File: config.mk
export PLATFORM = sky130hd
export DESIGN_NAME = dtmf_relay_test_controller
export DESIGN_NICKNAME = d
export VERILOG_FILES = /design/src/rtl/dtmf_ctrl_pkg.sv /design/src/rtl/ms_tick_gen.sv /design/src/rtl/dtmf_relay_test_controller.sv
export VERILOG_INCLUDE_DIRS = /design/src /design/src/rtl
export SDC_FILE = /design/constraint.sdc
export NUM_CORES = 1
export LEC_CHECK = 0
export BUFFER_PORTS_ARGS = -buffer_cell sky130_fd_sc_hd__buf_2
export CORE_UTILIZATION = 50
export DETAILED_ROUTE_END_ITERATION = 16
export PLACE_DENSITY_LB_ADDON = 0.3
export SLEW_MARGIN = 20
export SYNTH_ARGS = -nofsm -noshare
export SYNTH_HDL_FRONTEND = slang
export SYNTH_SLANG_ARGS = --single-unit
export TNS_END_PERCENT = 20
File: constraint.sdc
create_clock -name ref_clk -period 3.6 [get_ports ref_clk]
set_input_delay 0.36 -clock ref_clk [delete_from_list [all_inputs] [get_ports ref_clk]]
set_output_delay 0.36 -clock ref_clk [all_outputs]
set_load 0.005 [all_outputs]
File: src/rtl/dtmf_ctrl_map.svh
// Offsets, field positions, reset values and timing counts of the
// sequence controller. Assumes inclusion by bare name from rtl/.
`ifndef DTMF_CTRL_MAP_SVH
`define DTMF_CTRL_MAP_SVH

// Clock rate and millisecond tick
`define REF_CLK_MHZ 250
`define CYCLES_PER_MS (`REF_CLK_MHZ * 1000)

// Times in milliseconds, counted on the millisecond tick
`define DIGIT_MIN_MS 14'h0032
`define GAP_MIN_MS 14'h0032
`define SEQ_TIMEOUT_MS 10000
`define ACK_TIME_MS 14'h00FA

// Register offsets (byte addresses)
`define CFG_OFFSET 8'h00
`define STATUS_OFFSET 8'h04

// Configuration register fields and reset value
`define CFG_COMMON_OFF_BIT 0
`define CFG_LEVEL_LSB 1
`define CFG_LEVEL_MSB 2
`define CFG_ACK_BOTH_BIT 3
`define CFG_WIDTH 4
`define CFG_RESET 4'h0

// Status register fields
`define STATUS_RELAY_LSB 0
`define STATUS_RELAY_MSB 10
`define STATUS_ACK_BIT 11
`define STATUS_BUSY_BIT 12
`define STATUS_HIGH_TONE_BIT 13

// Digit codes from the tone receiver
`define DIGIT_ZERO 4'h0
`define DIGIT_STAR 4'hA
`define DIGIT_HASH 4'hB

// Operation digits (second digit of a sequence)
`define OP_DISCONNECT 4'h1
`define OP_CONNECT 4'h2
`define OP_ISOLATE_ALL 4'h3

// Module positions: 0 is the common port, 1 to 10 the multiple ports
`define POSITIONS 11
`define MULTI_PORTS 10

`endif

File: src/rtl/dtmf_ctrl_pkg.sv
// Types shared by the sequence controller files.
// Assumes nothing of its surroundings.
package dtmf_ctrl_pkg;

   // Sequence walker states
   typedef enum logic [2:0] {
      SEQ_IDLE,
      SEQ_GET_OP,
      SEQ_GET_MOD,
      SEQ_SKIP_OP,
      SEQ_SKIP_MOD
   } seq_state_type;

   // Detection threshold select
   typedef enum logic [1:0] {
      LEVEL_M20,
      LEVEL_M12,
      LEVEL_M4,
      LEVEL_SPARE
   } level_sel_type;

endpackage

File: src/rtl/ms_tick_gen.sv
// Millisecond tick divider for the sequence controller.
// Assumes a free-running ref_clk and an asynchronous sys_rst.
`timescale 1ns/1ns
`default_nettype none

module ms_tick_gen #(
   parameter int unsigned CYCLES = 250000
) (
   input wire logic ref_clk,
   input wire logic sys_rst,
   output logic tick
);

   localparam logic [17:0] LAST = 18'(CYCLES - 1);

   logic [17:0] cnt_q;
   logic [17:0] cnt_d;
   logic wrap;

   // Wrap at the last cycle of each millisecond
   assign wrap = (cnt_q == LAST);
   assign cnt_d = wrap ? 18'h00000 : cnt_q + 18'h00001;

   // Divider and registered tick
   always_ff @(posedge ref_clk or posedge sys_rst) begin
      if (sys_rst) begin
         cnt_q <= 18'h00000;
         tick <= 1'b0;
      end else begin
         cnt_q <= cnt_d;
         tick <= wrap;
      end
   end

endmodule // ms_tick_gen

`default_nettype wire

File: src/rtl/dtmf_relay_test_controller.sv
// Digit sequence controller driving transfer relays of a bridge shelf.
// Assumes digits arrive decoded, synchronous to ref_clk, one strobe
// per source held for the tone, and a one-hot shelf selector strap.
//
// Summary of operation
// - Commands come only from three-digit sequences
// - Disconnect activates exactly one selected relay drive
// - Connect releases the selected relay drive
// - One sequence isolates all multiple ports
// - Shelf address from selector, digit 0 = 10
// - Act only when address digit matches shelf
// - Option ignores digits from the common port
// - Master-port indicator shows common detection active
// - Tone indicator against selected -20/-12/-4 threshold
// - Ten port indicators show isolated multiple port
// - Acknowledgement tone enabled for 0.25 seconds
// - Ack routed to bus only or bus+combiner
// - Disconnect acknowledges with 2200 Hz tone
// - Connect acknowledges with 350 Hz tone
// - Incomplete sequence after timeout returns to idle
// - Digits and pauses each at least 50 ms
// - First digit is the shelf address
// - Sequence timeout is a parameter
`timescale 1ns/1ns
`default_nettype none
`include "dtmf_ctrl_map.svh"

module dtmf_relay_test_controller #(
   parameter int unsigned MS_CYCLES = `CYCLES_PER_MS,
   parameter int unsigned SEQ_TIMEOUT_MS = `SEQ_TIMEOUT_MS
) (
   input wire logic ref_clk,
   input wire logic sys_rst,
   input wire logic [3:0] tab_digit,
   input wire logic tab_digit_valid,
   input wire logic [3:0] common_digit,
   input wire logic common_digit_valid,
   input wire logic [2:0] tone_above_level,
   input wire logic [9:0] shelf_select,
   input wire logic [7:0] reg_addr,
   input wire logic [31:0] reg_wdata,
   input wire logic reg_write,
   input wire logic reg_read,
   output logic [31:0] reg_rdata,
   output logic [10:0] relay_drive,
   output logic [9:0] port_led,
   output logic master_port_led,
   output logic tone_detected_led,
   output logic ack_tab_en,
   output logic ack_combiner_en,
   output logic ack_high_tone
);

   localparam logic [13:0] TIMEOUT_MS = 14'(SEQ_TIMEOUT_MS);

   logic ms_tick;

   // Configuration and sequence state
   logic [`CFG_WIDTH-1:0] cfg_q;
   logic [3:0] shelf_q;
   dtmf_ctrl_pkg::seq_state_type state_q;
   dtmf_ctrl_pkg::seq_state_type state_d;
   logic [3:0] op_q;
   logic [13:0] seq_ms_q;
   logic [13:0] on_ms_q;
   logic [13:0] gap_ms_q;
   logic taken_q;
   logic [13:0] ack_ms_q;

   // Millisecond time base shared by every timer
   ms_tick_gen #(
      .CYCLES(MS_CYCLES)
   ) u_tick (
      .ref_clk(ref_clk),
      .sys_rst(sys_rst),
      .tick(ms_tick)
   );

   // Option decode
   wire common_en = ~cfg_q[`CFG_COMMON_OFF_BIT];
   wire ack_both = cfg_q[`CFG_ACK_BOTH_BIT];
   wire [1:0] level_sel = cfg_q[`CFG_LEVEL_MSB:`CFG_LEVEL_LSB];

   // Source select; the bus wins when both carry a digit
   wire common_live = common_en & common_digit_valid;
   wire digit_present = tab_digit_valid | common_live;
   wire [3:0] digit_code = tab_digit_valid ? tab_digit : common_digit;

   // Digit qualification: tone long enough after a long enough pause
   wire tone_long = (on_ms_q >= `DIGIT_MIN_MS);
   wire gap_ok = (gap_ms_q >= `GAP_MIN_MS);
   wire digit_take = digit_present & tone_long & gap_ok & ~taken_q;

   // Shelf address encoding from the one-hot selector
   logic [3:0] shelf_enc;
   always_comb begin
      shelf_enc = 4'h0;
      for (int i = 0; i < 10; i++) begin
         if (shelf_select[i]) begin
            shelf_enc = 4'(i + 1);
         end
      end
   end

   // Address digit 0 stands for shelf 10
   wire [3:0] shelf_digit = (shelf_q == 4'hA) ? `DIGIT_ZERO : shelf_q;
   wire addr_match = (shelf_q != 4'h0) && (digit_code == shelf_digit);

   // Module digit to position; star names the common port
   logic mod_ok;
   logic [3:0] mod_pos;
   always_comb begin
      mod_ok = 1'b1;
      mod_pos = digit_code;
      if (digit_code == `DIGIT_ZERO) begin
         mod_pos = 4'hA;
      end else if (digit_code == `DIGIT_STAR) begin
         mod_pos = 4'h0;
      end else if (digit_code > 4'h9) begin
         mod_ok = 1'b0;
      end
   end

   wire op_known = (digit_code == `OP_DISCONNECT) || (digit_code == `OP_CONNECT)
                   || (digit_code == `OP_ISOLATE_ALL);
   wire seq_expired = (seq_ms_q >= TIMEOUT_MS);
   wire at_third = (state_q == dtmf_ctrl_pkg::SEQ_GET_MOD) & digit_take;
   wire all_release = (op_q == `OP_CONNECT) && (digit_code == `DIGIT_HASH);
   wire do_disc = at_third & mod_ok & (op_q == `OP_DISCONNECT);
   wire do_conn = at_third & (op_q == `OP_CONNECT) & (mod_ok | all_release);
   wire do_all = at_third & (op_q == `OP_ISOLATE_ALL);
   wire cmd_done = do_disc | do_conn | do_all;

   // Relay image after the command of this cycle
   logic [10:0] relay_d;
   always_comb begin
      relay_d = relay_drive;
      if (do_disc) begin
         relay_d = 11'h000;
         relay_d[mod_pos] = 1'b1;
      end else if (do_conn && all_release) begin
         relay_d = 11'h000;
      end else if (do_conn) begin
         relay_d[mod_pos] = 1'b0;
      end else if (do_all) begin
         relay_d = {{`MULTI_PORTS{1'b1}}, 1'b0};
      end
   end

   // Sequence walker: three digits, first is the address
   always_comb begin
      state_d = state_q;
      if (state_q != dtmf_ctrl_pkg::SEQ_IDLE && seq_expired) begin
         state_d = dtmf_ctrl_pkg::SEQ_IDLE;
      end else if (digit_take) begin
         unique case (state_q)
            dtmf_ctrl_pkg::SEQ_IDLE:
               state_d = addr_match ? dtmf_ctrl_pkg::SEQ_GET_OP : dtmf_ctrl_pkg::SEQ_SKIP_OP;
            dtmf_ctrl_pkg::SEQ_GET_OP:
               state_d = op_known ? dtmf_ctrl_pkg::SEQ_GET_MOD : dtmf_ctrl_pkg::SEQ_SKIP_MOD;
            dtmf_ctrl_pkg::SEQ_GET_MOD:
               state_d = dtmf_ctrl_pkg::SEQ_IDLE;
            dtmf_ctrl_pkg::SEQ_SKIP_OP:
               state_d = dtmf_ctrl_pkg::SEQ_SKIP_MOD;
            dtmf_ctrl_pkg::SEQ_SKIP_MOD:
               state_d = dtmf_ctrl_pkg::SEQ_IDLE;
            default:
               state_d = dtmf_ctrl_pkg::SEQ_IDLE;
         endcase
      end
   end

   // Register port decode
   wire sel_cfg = (reg_addr == `CFG_OFFSET);
   wire sel_status = (reg_addr == `STATUS_OFFSET);
   wire ack_active = (ack_ms_q != 14'h0000);
   logic [31:0] status_word;
   always_comb begin
      status_word = 32'h00000000;
      status_word[`STATUS_RELAY_MSB:`STATUS_RELAY_LSB] = relay_drive;
      status_word[`STATUS_ACK_BIT] = ack_active;
      status_word[`STATUS_BUSY_BIT] = (state_q != dtmf_ctrl_pkg::SEQ_IDLE);
      status_word[`STATUS_HIGH_TONE_BIT] = ack_high_tone;
   end
   wire [31:0] rdata_d = !reg_read ? 32'h00000000 :
                         sel_cfg ? {28'h0000000, cfg_q} :
                         sel_status ? status_word : 32'h00000000;

   // Tone indicator threshold select; spare code falls back to -20
   wire tone_d = (level_sel == dtmf_ctrl_pkg::LEVEL_M12) ? tone_above_level[1] :
                 (level_sel == dtmf_ctrl_pkg::LEVEL_M4) ? tone_above_level[2] :
                 tone_above_level[0];

   // Software options and read data
   always_ff @(posedge ref_clk or posedge sys_rst) begin
      if (sys_rst) begin
         cfg_q <= `CFG_RESET;
         reg_rdata <= 32'h00000000;
      end else begin
         if (reg_write && sel_cfg) begin
            cfg_q <= reg_wdata[`CFG_WIDTH-1:0];
         end
         reg_rdata <= rdata_d;
      end
   end

   // Strap caught by the clock, never by the reset
   always_ff @(posedge ref_clk or posedge sys_rst) begin
      if (sys_rst) begin
         shelf_q <= 4'h0;
      end else begin
         shelf_q <= shelf_enc;
      end
   end

   // Tone and pause timers on the millisecond tick; both saturate
   always_ff @(posedge ref_clk or posedge sys_rst) begin
      if (sys_rst) begin
         on_ms_q <= 14'h0000;
         gap_ms_q <= `GAP_MIN_MS;
         taken_q <= 1'b0;
      end else begin
         if (!digit_present) begin
            on_ms_q <= 14'h0000;
            taken_q <= 1'b0;
            if (ms_tick && !gap_ok) begin
               gap_ms_q <= gap_ms_q + 14'h0001;
            end
         end else begin
            // Pause is judged when the tone qualifies, so it clears only then
            if (tone_long) begin
               gap_ms_q <= 14'h0000;
            end
            if (ms_tick && !tone_long) begin
               on_ms_q <= on_ms_q + 14'h0001;
            end
            if (digit_take) begin
               taken_q <= 1'b1;
            end
         end
      end
   end

   // Walker, sequence clock and operation digit
   always_ff @(posedge ref_clk or posedge sys_rst) begin
      if (sys_rst) begin
         state_q <= dtmf_ctrl_pkg::SEQ_IDLE;
         seq_ms_q <= 14'h0000;
         op_q <= 4'h0;
      end else begin
         state_q <= state_d;
         if (state_d == dtmf_ctrl_pkg::SEQ_IDLE) begin
            seq_ms_q <= 14'h0000;
         end else if (ms_tick) begin
            seq_ms_q <= seq_ms_q + 14'h0001;
         end
         if (state_q == dtmf_ctrl_pkg::SEQ_GET_OP && digit_take) begin
            op_q <= digit_code;
         end
      end
   end

   // Relay drive and acknowledgement; a new command restarts the tone
   always_ff @(posedge ref_clk or posedge sys_rst) begin
      if (sys_rst) begin
         relay_drive <= 11'h000;
         ack_ms_q <= 14'h0000;
         ack_high_tone <= 1'b0;
      end else begin
         relay_drive <= relay_d;
         if (cmd_done) begin
            ack_ms_q <= `ACK_TIME_MS;
            ack_high_tone <= do_disc | do_all;
         end else if (ms_tick && ack_active) begin
            ack_ms_q <= ack_ms_q - 14'h0001;
         end
      end
   end

   // Tone enable for the next cycle: on with a command, off after the last tick
   wire ack_last = ms_tick && (ack_ms_q == 14'h0001);
   wire ack_on_d = cmd_done | (ack_active && !ack_last);

   // Front-panel indicators and tone routing enables
   always_ff @(posedge ref_clk or posedge sys_rst) begin
      if (sys_rst) begin
         port_led <= 10'h000;
         master_port_led <= 1'b0;
         tone_detected_led <= 1'b0;
         ack_tab_en <= 1'b0;
         ack_combiner_en <= 1'b0;
      end else begin
         port_led <= relay_d[10:1];
         master_port_led <= common_en;
         tone_detected_led <= tone_d;
         ack_tab_en <= ack_on_d;
         ack_combiner_en <= ack_both & ack_on_d;
      end
   end

endmodule // dtmf_relay_test_controller

`default_nettype wire

* Yosys cells after proc, flatten, opt, wreduce, memory -nomap -nowiden
Index checks and enable logic that the tools add are counted.
** Storage, ports and cells
- Register bits after elaboration :: 121
- Output and inout bits :: 58
- Logic and storage cells :: 146
** Cells by class
- Add/sub/neg operators :: 5
- Magnitude comparators :: 6
- Equality and inequality tests :: 21
- Muxes and demuxes :: 45
- Bitwise operators :: 21
- Reductions and logical operators :: 29
** Operators by type and width (count)
- $mux 14 :: 12
- $mux 4 :: 13
- $mux 11 :: 4
- $add 14x1->14 const B :: 3
- $ge 14x6->1 const B :: 2
- $add 18x1->18 const B :: 1
- $eq 18x18->1 const B :: 1
- $mux 18 :: 1
- $eq 4x2->1 const B :: 4
- $eq 14x1->1 const B :: 1
- $ge 14x14->1 const B :: 1
- $reduce_bool 14->1 :: 1
- $sub 14x1->14 const B :: 1
- $eq 4x4->1 const B :: 3
- $logic_and 1x1->1 :: 12
- $and 1x1->1 :: 11
- $and 11x11->11 :: 1
- $not 11->11 :: 1
- $mux 1 :: 9
- $mux 3 :: 3
- $pmux 3 s3 :: 1
- $eq 4x1->1 const B :: 2
- $eq 8x3->1 const B :: 1
- $logic_not 8->1 :: 1
- 21 further kinds :: 37

* Depth between registers and ports, before layout
- Depth in word-level cells :: 13
- Depth in mapped cells :: 10

* Cells and area by module
A second synthesis with hierarchy kept.
** Second synthesis, totals
- Cells, all modules :: 595
- Area, all modules :: 6094.6 µm²
** Modules (own cells, without submodules)
- dtmf_relay_test_controller :: times used 1, cells each 512, area an instance 5183.7 µm², seq. area each 2556.2 µm²
- ms_tick_gen :: times used 1, cells each 83, area an instance 910.9 µm², seq. area each 475.5 µm²

* Least setup slack after synthesis
No wires, ideal clock.
- Path type :: register to register
- Start :: register on_ms_q[0]
- End :: register seq_ms_q[9]
- Arrival :: 2.576 ns
- Data required time :: 3.457 ns
- Path slack :: 0.880 ns
- Stages on the path, launching flop included :: 11
- Period minus slack after synthesis :: 2.720 ns
- Path through :: dfrtp_1 > inv_1 > ha_1 > or4_1 > a311oi_2 > or4_1 > clkbuf_1 > nor2_1 > a311oi_2 > clkbuf_1 > a21oi_1
** On the way
- Word-level cells in the longest chain between the ends :: 8
** Ends and longest elaborated chain
- start: declaration :: line dtmf_relay_test_controller.sv:65 : logic [13:0] on_ms_q;
- start signal: assignment :: line dtmf_relay_test_controller.sv:235 : on_ms_q <= on_ms_q + 14'h0001;
- $ge 14x6->1 (no line) (*)
- $and 1x1->1 (*) (3 in series) :: line dtmf_relay_test_controller.sv:92 : wire digit_take = digit_present & tone_long & gap_ok & ~taken_q;
- $mux 3 (*) :: line dtmf_relay_test_controller.sv:155 : end else if (digit_take) begin
- $mux 3 (*) :: line dtmf_relay_test_controller.sv:153 : if (state_q != dtmf_ctrl_pkg::SEQ_IDLE && seq_expired) begin
- $logic_not 3->1 (*) :: line dtmf_relay_test_controller.sv:252 : if (state_d == dtmf_ctrl_pkg::SEQ_IDLE) begin
- $mux 14 / $reduce_bool 2->1 (equally long branches)
- end signal: assignment :: line dtmf_relay_test_controller.sv:255 : seq_ms_q <= seq_ms_q + 14'h0001;
- end: declaration :: line dtmf_relay_test_controller.sv:64 : logic [13:0] seq_ms_q;
Mark *: on every way between the ends. The rest lies on a longest branch, timed or not.
A chain may end at the register's enable or synchronous reset.

* Final worst setup path
- Start :: register on_ms_q[0]
- End :: register relay_drive[3]
** On the way
- Word-level cells in the longest chain between the ends :: 10
** Ends and longest elaborated chain
- $ge 14x6->1 (no line) (*)
- $and 1x1->1 (*) (3 in series) :: line dtmf_relay_test_controller.sv:92
- $and 1x1->1 (*) :: line dtmf_relay_test_controller.sv:127 : wire at_third = (state_q == dtmf_ctrl_pkg::SEQ_GET_MOD) & digit_take;
- $and 1x1->1 (2 in series) :: line dtmf_relay_test_controller.sv:130 : wire do_conn = at_third & (op_q == `OP_CONNECT) & (mod_ok | all_release);
- $mux 11 / $logic_and 1x1->1 (equally long branches) :: line dtmf_relay_test_controller.sv:143, dtmf_relay_test_controller.sv:141
- $mux 11 :: line dtmf_relay_test_controller.sv:141 : end else if (do_conn && all_release) begin
- $mux 11 :: line dtmf_relay_test_controller.sv:138 : if (do_disc) begin
- end signal: assignment :: line dtmf_relay_test_controller.sv:270 : relay_drive <= relay_d;
- end: declaration :: line dtmf_relay_test_controller.sv:45 : output logic [10:0] relay_drive,
Marks and branches as above.

==> impl_metrics.json <==
{
  "cts_sinks": 121,
  "r2r_end": "relay_drive[3]",
  "hold_path.class": "in2reg",
  "slew_violations": 0,
  "root_buffer": "clkbuf_16",
  "async_reset_ff_share_pct": 100.0,
  "synth.distinct_cells": 61,
  "vias": 4663,
  "first_global_vias": 4647,
  "grt_pass1_wl_um": 21160,
  "cp-endpoint": "relay_drive[3]",
  "clk_pin_slew_ps": 50,
  "antenna_found_initial": 0,
  "clock_latency_ps": 410,
  "drv_cap": 0,
  "grt.total_usage_pct": 21.04,
  "crit_slowest_cell": "nor4b_2",
  "status": "completed",
  "areaGrowthSynthToFinish_pct": 16.81,
  "cts_buffer_depth": 2,
  "worst_slew_pin_slew_ps": 1022,
  "boundaryPins": 125,
  "setup_violations": 0,
  "clock_skew_ps": 8.006,
  "grt_max_degree": 77,
  "n_antenna_cell": 0,
  "critPathCaptureType": "flip-flop",
  "coreArea_um2": 11960,
  "multiInputGateArea_um2": 2806,
  "r2r_slack_ps": 400,
  "seq_area_frac_synth_pct": 49.48,
  "ff2ff_path_depth": 9,
  "synthAdderAreaFrac_pct": 1.838,
  "syn_area_um2": 6127,
  "r2r-start": "on_ms_q[0]",
  "finalSetupTns_ps": 0,
  "synth_edf_count": 0,
  "hold_buffers": 0,
  "finalCriticalPeriod_ps": 3203,
  "post-route-util_pct": 59.83,
  "avgSynthCellArea_um2": 9.882,
  "yosysWarningCount": 0,
  "slew_headroom_pct": 31.67,
  "max_freq_mhz": 312.3,
  "drt_wl_total_um": 12210,
  "power.density_nw_per_um2": 441.5,
  "rows": 40,
  "die_area_um2": 12700,
  "synth_seq_cells": 121,
  "rsz0062_at_grt": "false",
  "p_leak_nw": 3.314,
  "fin_nets": 774,
  "ant_nets": 0,
  "htree_levels": 4,
  "crit_start": "on_ms_q[0]",
  "drive_above_1_share_pct": 20.70,
  "critical_path.startpoint_type": "flip-flop",
  "drtIter0Drc": 240,
  "drcViolationCount": 0,
  "synthMuxAreaShare_pct": 2.941,
  "seq_area_um2": 3032,
  "finalHoldViolations": 0,
  "cpPeakStageDelay_ps": 890,
  "post_cts_buffers": 0,
  "critPathKind": "reg2reg",
  "viasPerCell": 5.441,
  "dp_hpwl_um": 8672,
  "synth_flop_cell": "dfrtp_1",
  "cpMostUsedCell": "or4_1",
  "cp.depth": 9,
  "worstPathCellList": "inv_1 -> ha_1 -> or4_1 -> a311oi_2 -> buf_4 -> or4_1 -> nor4b_2 -> o21ai_0 -> a22o_1",
  "synth-simple-area-share_pct": 21.18,
  "wl_per_cell_um": 14.25,
  "yosys.area_share.xor_xnor_pct": 6.861,
  "cts_tree": "done",
  "gp_congestion": 0.8351,
  "synth_compound_area_share_pct": 11.78,
  "die_w_um": 112.7,
  "critPathArrivalTime_ps": 3500,
  "post_cts_resize_count": 0,
  "drtPass1Iterations": 4,
  "path_delay_family": "simple AND/OR/NAND/NOR gates",
  "fill_cells": 1002,
  "crit_fanout": 10,
  "overflow": 0,
  "cp.required_ps": 3900,
  "start_util_pct": 51.22,
  "fin_crit_sh_pct": 88.96,
  "io_buffers": 78,
  "synth_top_family_by_area": "simple AND/OR/NAND/NOR gates",
  "ir_drop_mv": 0.3887,
  "cp_num_buf_inv": 2,
  "synthCells": 620,
  "cts_made_buffers": 17,
  "die_height_um": 112.7
}
synthesized netlist by cell type (all sizes together), types with 8 or more instances:
library cell	n	area, um2
mux2	8	90.09
a211oi	10	75.07
and3	13	81.33
or4	12	101.3
nand2b	11	68.82
buf	31	227.7
nand4	11	68.82
o21ai	21	105.1
mux2i	9	90.09
nand2	39	146.4
and2	14	90.09
ha	9	112.6
nor3	15	75.07
xor2	21	183.9
nor2	84	315.3
clkbuf	17	63.81
xnor2	27	236.5
inv	18	67.56
o22a	8	70.07
nor4	8	56.30
nand3	14	70.07
a21oi	34	170.2
dfrtp	118	2953
through the flow:
step                      power (W)  hold WS [ps]  worst slack [ps]  area [um2]  cells
final                      0.003160         123.2             397.5        7157    857
after global routing       0.003269         121.6             258.0        7157    857
after CTS                  0.003188         110.2             486.8        7157    857
after detailed placement   0.001547         449.2             482.5        6585    826
after global placement     0.001544         437.9             579.9        6585    826
after floorplan            0.001506         423.8             30.79        6191    637
cells by family after synthesis:
logic type,count (synthesis)
adder cells (fa/ha/maj),9
multiplexers,17
AND/OR/NAND/NOR,249
buffers and inverters,66
flip-flops,121
other,1
AO/OA/AOI/OAI,109
XOR/XNOR,48
power by group:
| group | switching (W) | leakage [nW] | internal [W] | total, W |
|---|---|---|---|---|
| clock | 0.000576 | 0.285 | 0.00106 | 0.00164 |
| sequential | 0.00000798 | 1.56 | 0.00137 | 0.00138 |
| combinational | 0.0000909 | 1.47 | 0.0000542 | 0.000145 |
| total | 0.000675 | 3.31 | 0.00248 | 0.00316 |
layout make-up:
cell class | instances | share of cell area [%]
clock buffers | 22 | 6.626
flip-flops and latches | 121 | 42.36
well taps | 147 | 2.570
repair buffers | 90 | 6.888
clock inverters | 9 | 1.364
multi-input cells | 450 | 39.21
inverters | 18 | 0.9790
how the worst min path moves through the flow:
stage,from,endpoint,slack (ps),cells after the start
after floorplan,cfg_q[0],master_port_led,420,1
after global placement,cfg_q[0],master_port_led,440,1
after detailed placement,cfg_q[0],master_port_led,450,1
after CTS,shelf_select[9],shelf_q[0],110,2
after global routing,shelf_select[9],shelf_q[0],120,2
final,shelf_select[9],shelf_q[0],120,2
worst register-to-register path, stage by stage, from the launching register on:
cell and delay [ps]:
dfrtp_1 400, inv_1 100, ha_1 150, or4_1 120, a311oi_2 90, buf_4 170, or4_1 620, nor4b_2 890
o21ai_0 270, a22o_1 290
flip-flops by register name (all words and copies together), names as in the netlist, 3 cells and up:
signal        count
on_ms_q          14
relay_drive      11
cfg_q             4
u_tick.cnt_q     18
ack_ms_q         14
op_q              4
gap_ms_q         14
state_q           3
shelf_q           4
reg_rdata        14
seq_ms_q         14
cell usage in the layout, fill, tap and decap left out, types with 3 or more instances in the layout:
cell type	instances
nor4_1	7
xor2_1	21
a21oi_1	34
a311oi_2	3
nor3_1	15
nand2b_1	11
a211oi_1	10
and4_1	3
or4_4	3
dfstp_2	3
conb_1	18
nor2_1	84
clkinv_2	6
nand2_1	39
o22a_1	8
dfrtp_1	118
a31oi_1	5
a22o_1	3
o22ai_1	5
clkbuf_8	3
inv_1	17
and3_1	13
nor4b_1	3
clkbuf_16	17
nor2b_1	4
nand3_1	14
or3_1	4
and2_1	13
mux2_2	8
mux2i_1	9
buf_4	11
ha_1	9
buf_2	78
xnor2_1	27
nand4_1	11
o21ai_0	21
or4_1	9
o31ai_1	3
per-layer routing:
layer | global-route usage [%] | share of wire [%] | wire length [um]
met4 | 9.333 | 1.9 | 228
met5 | 0 | 0 | 0
met1 | 26.69 | 46 | 5614
met2 | 33.42 | 48 | 5846
met3 | 6.320 | 4.3 | 521
Note: power is estimated with default switching activity, not from simulation.
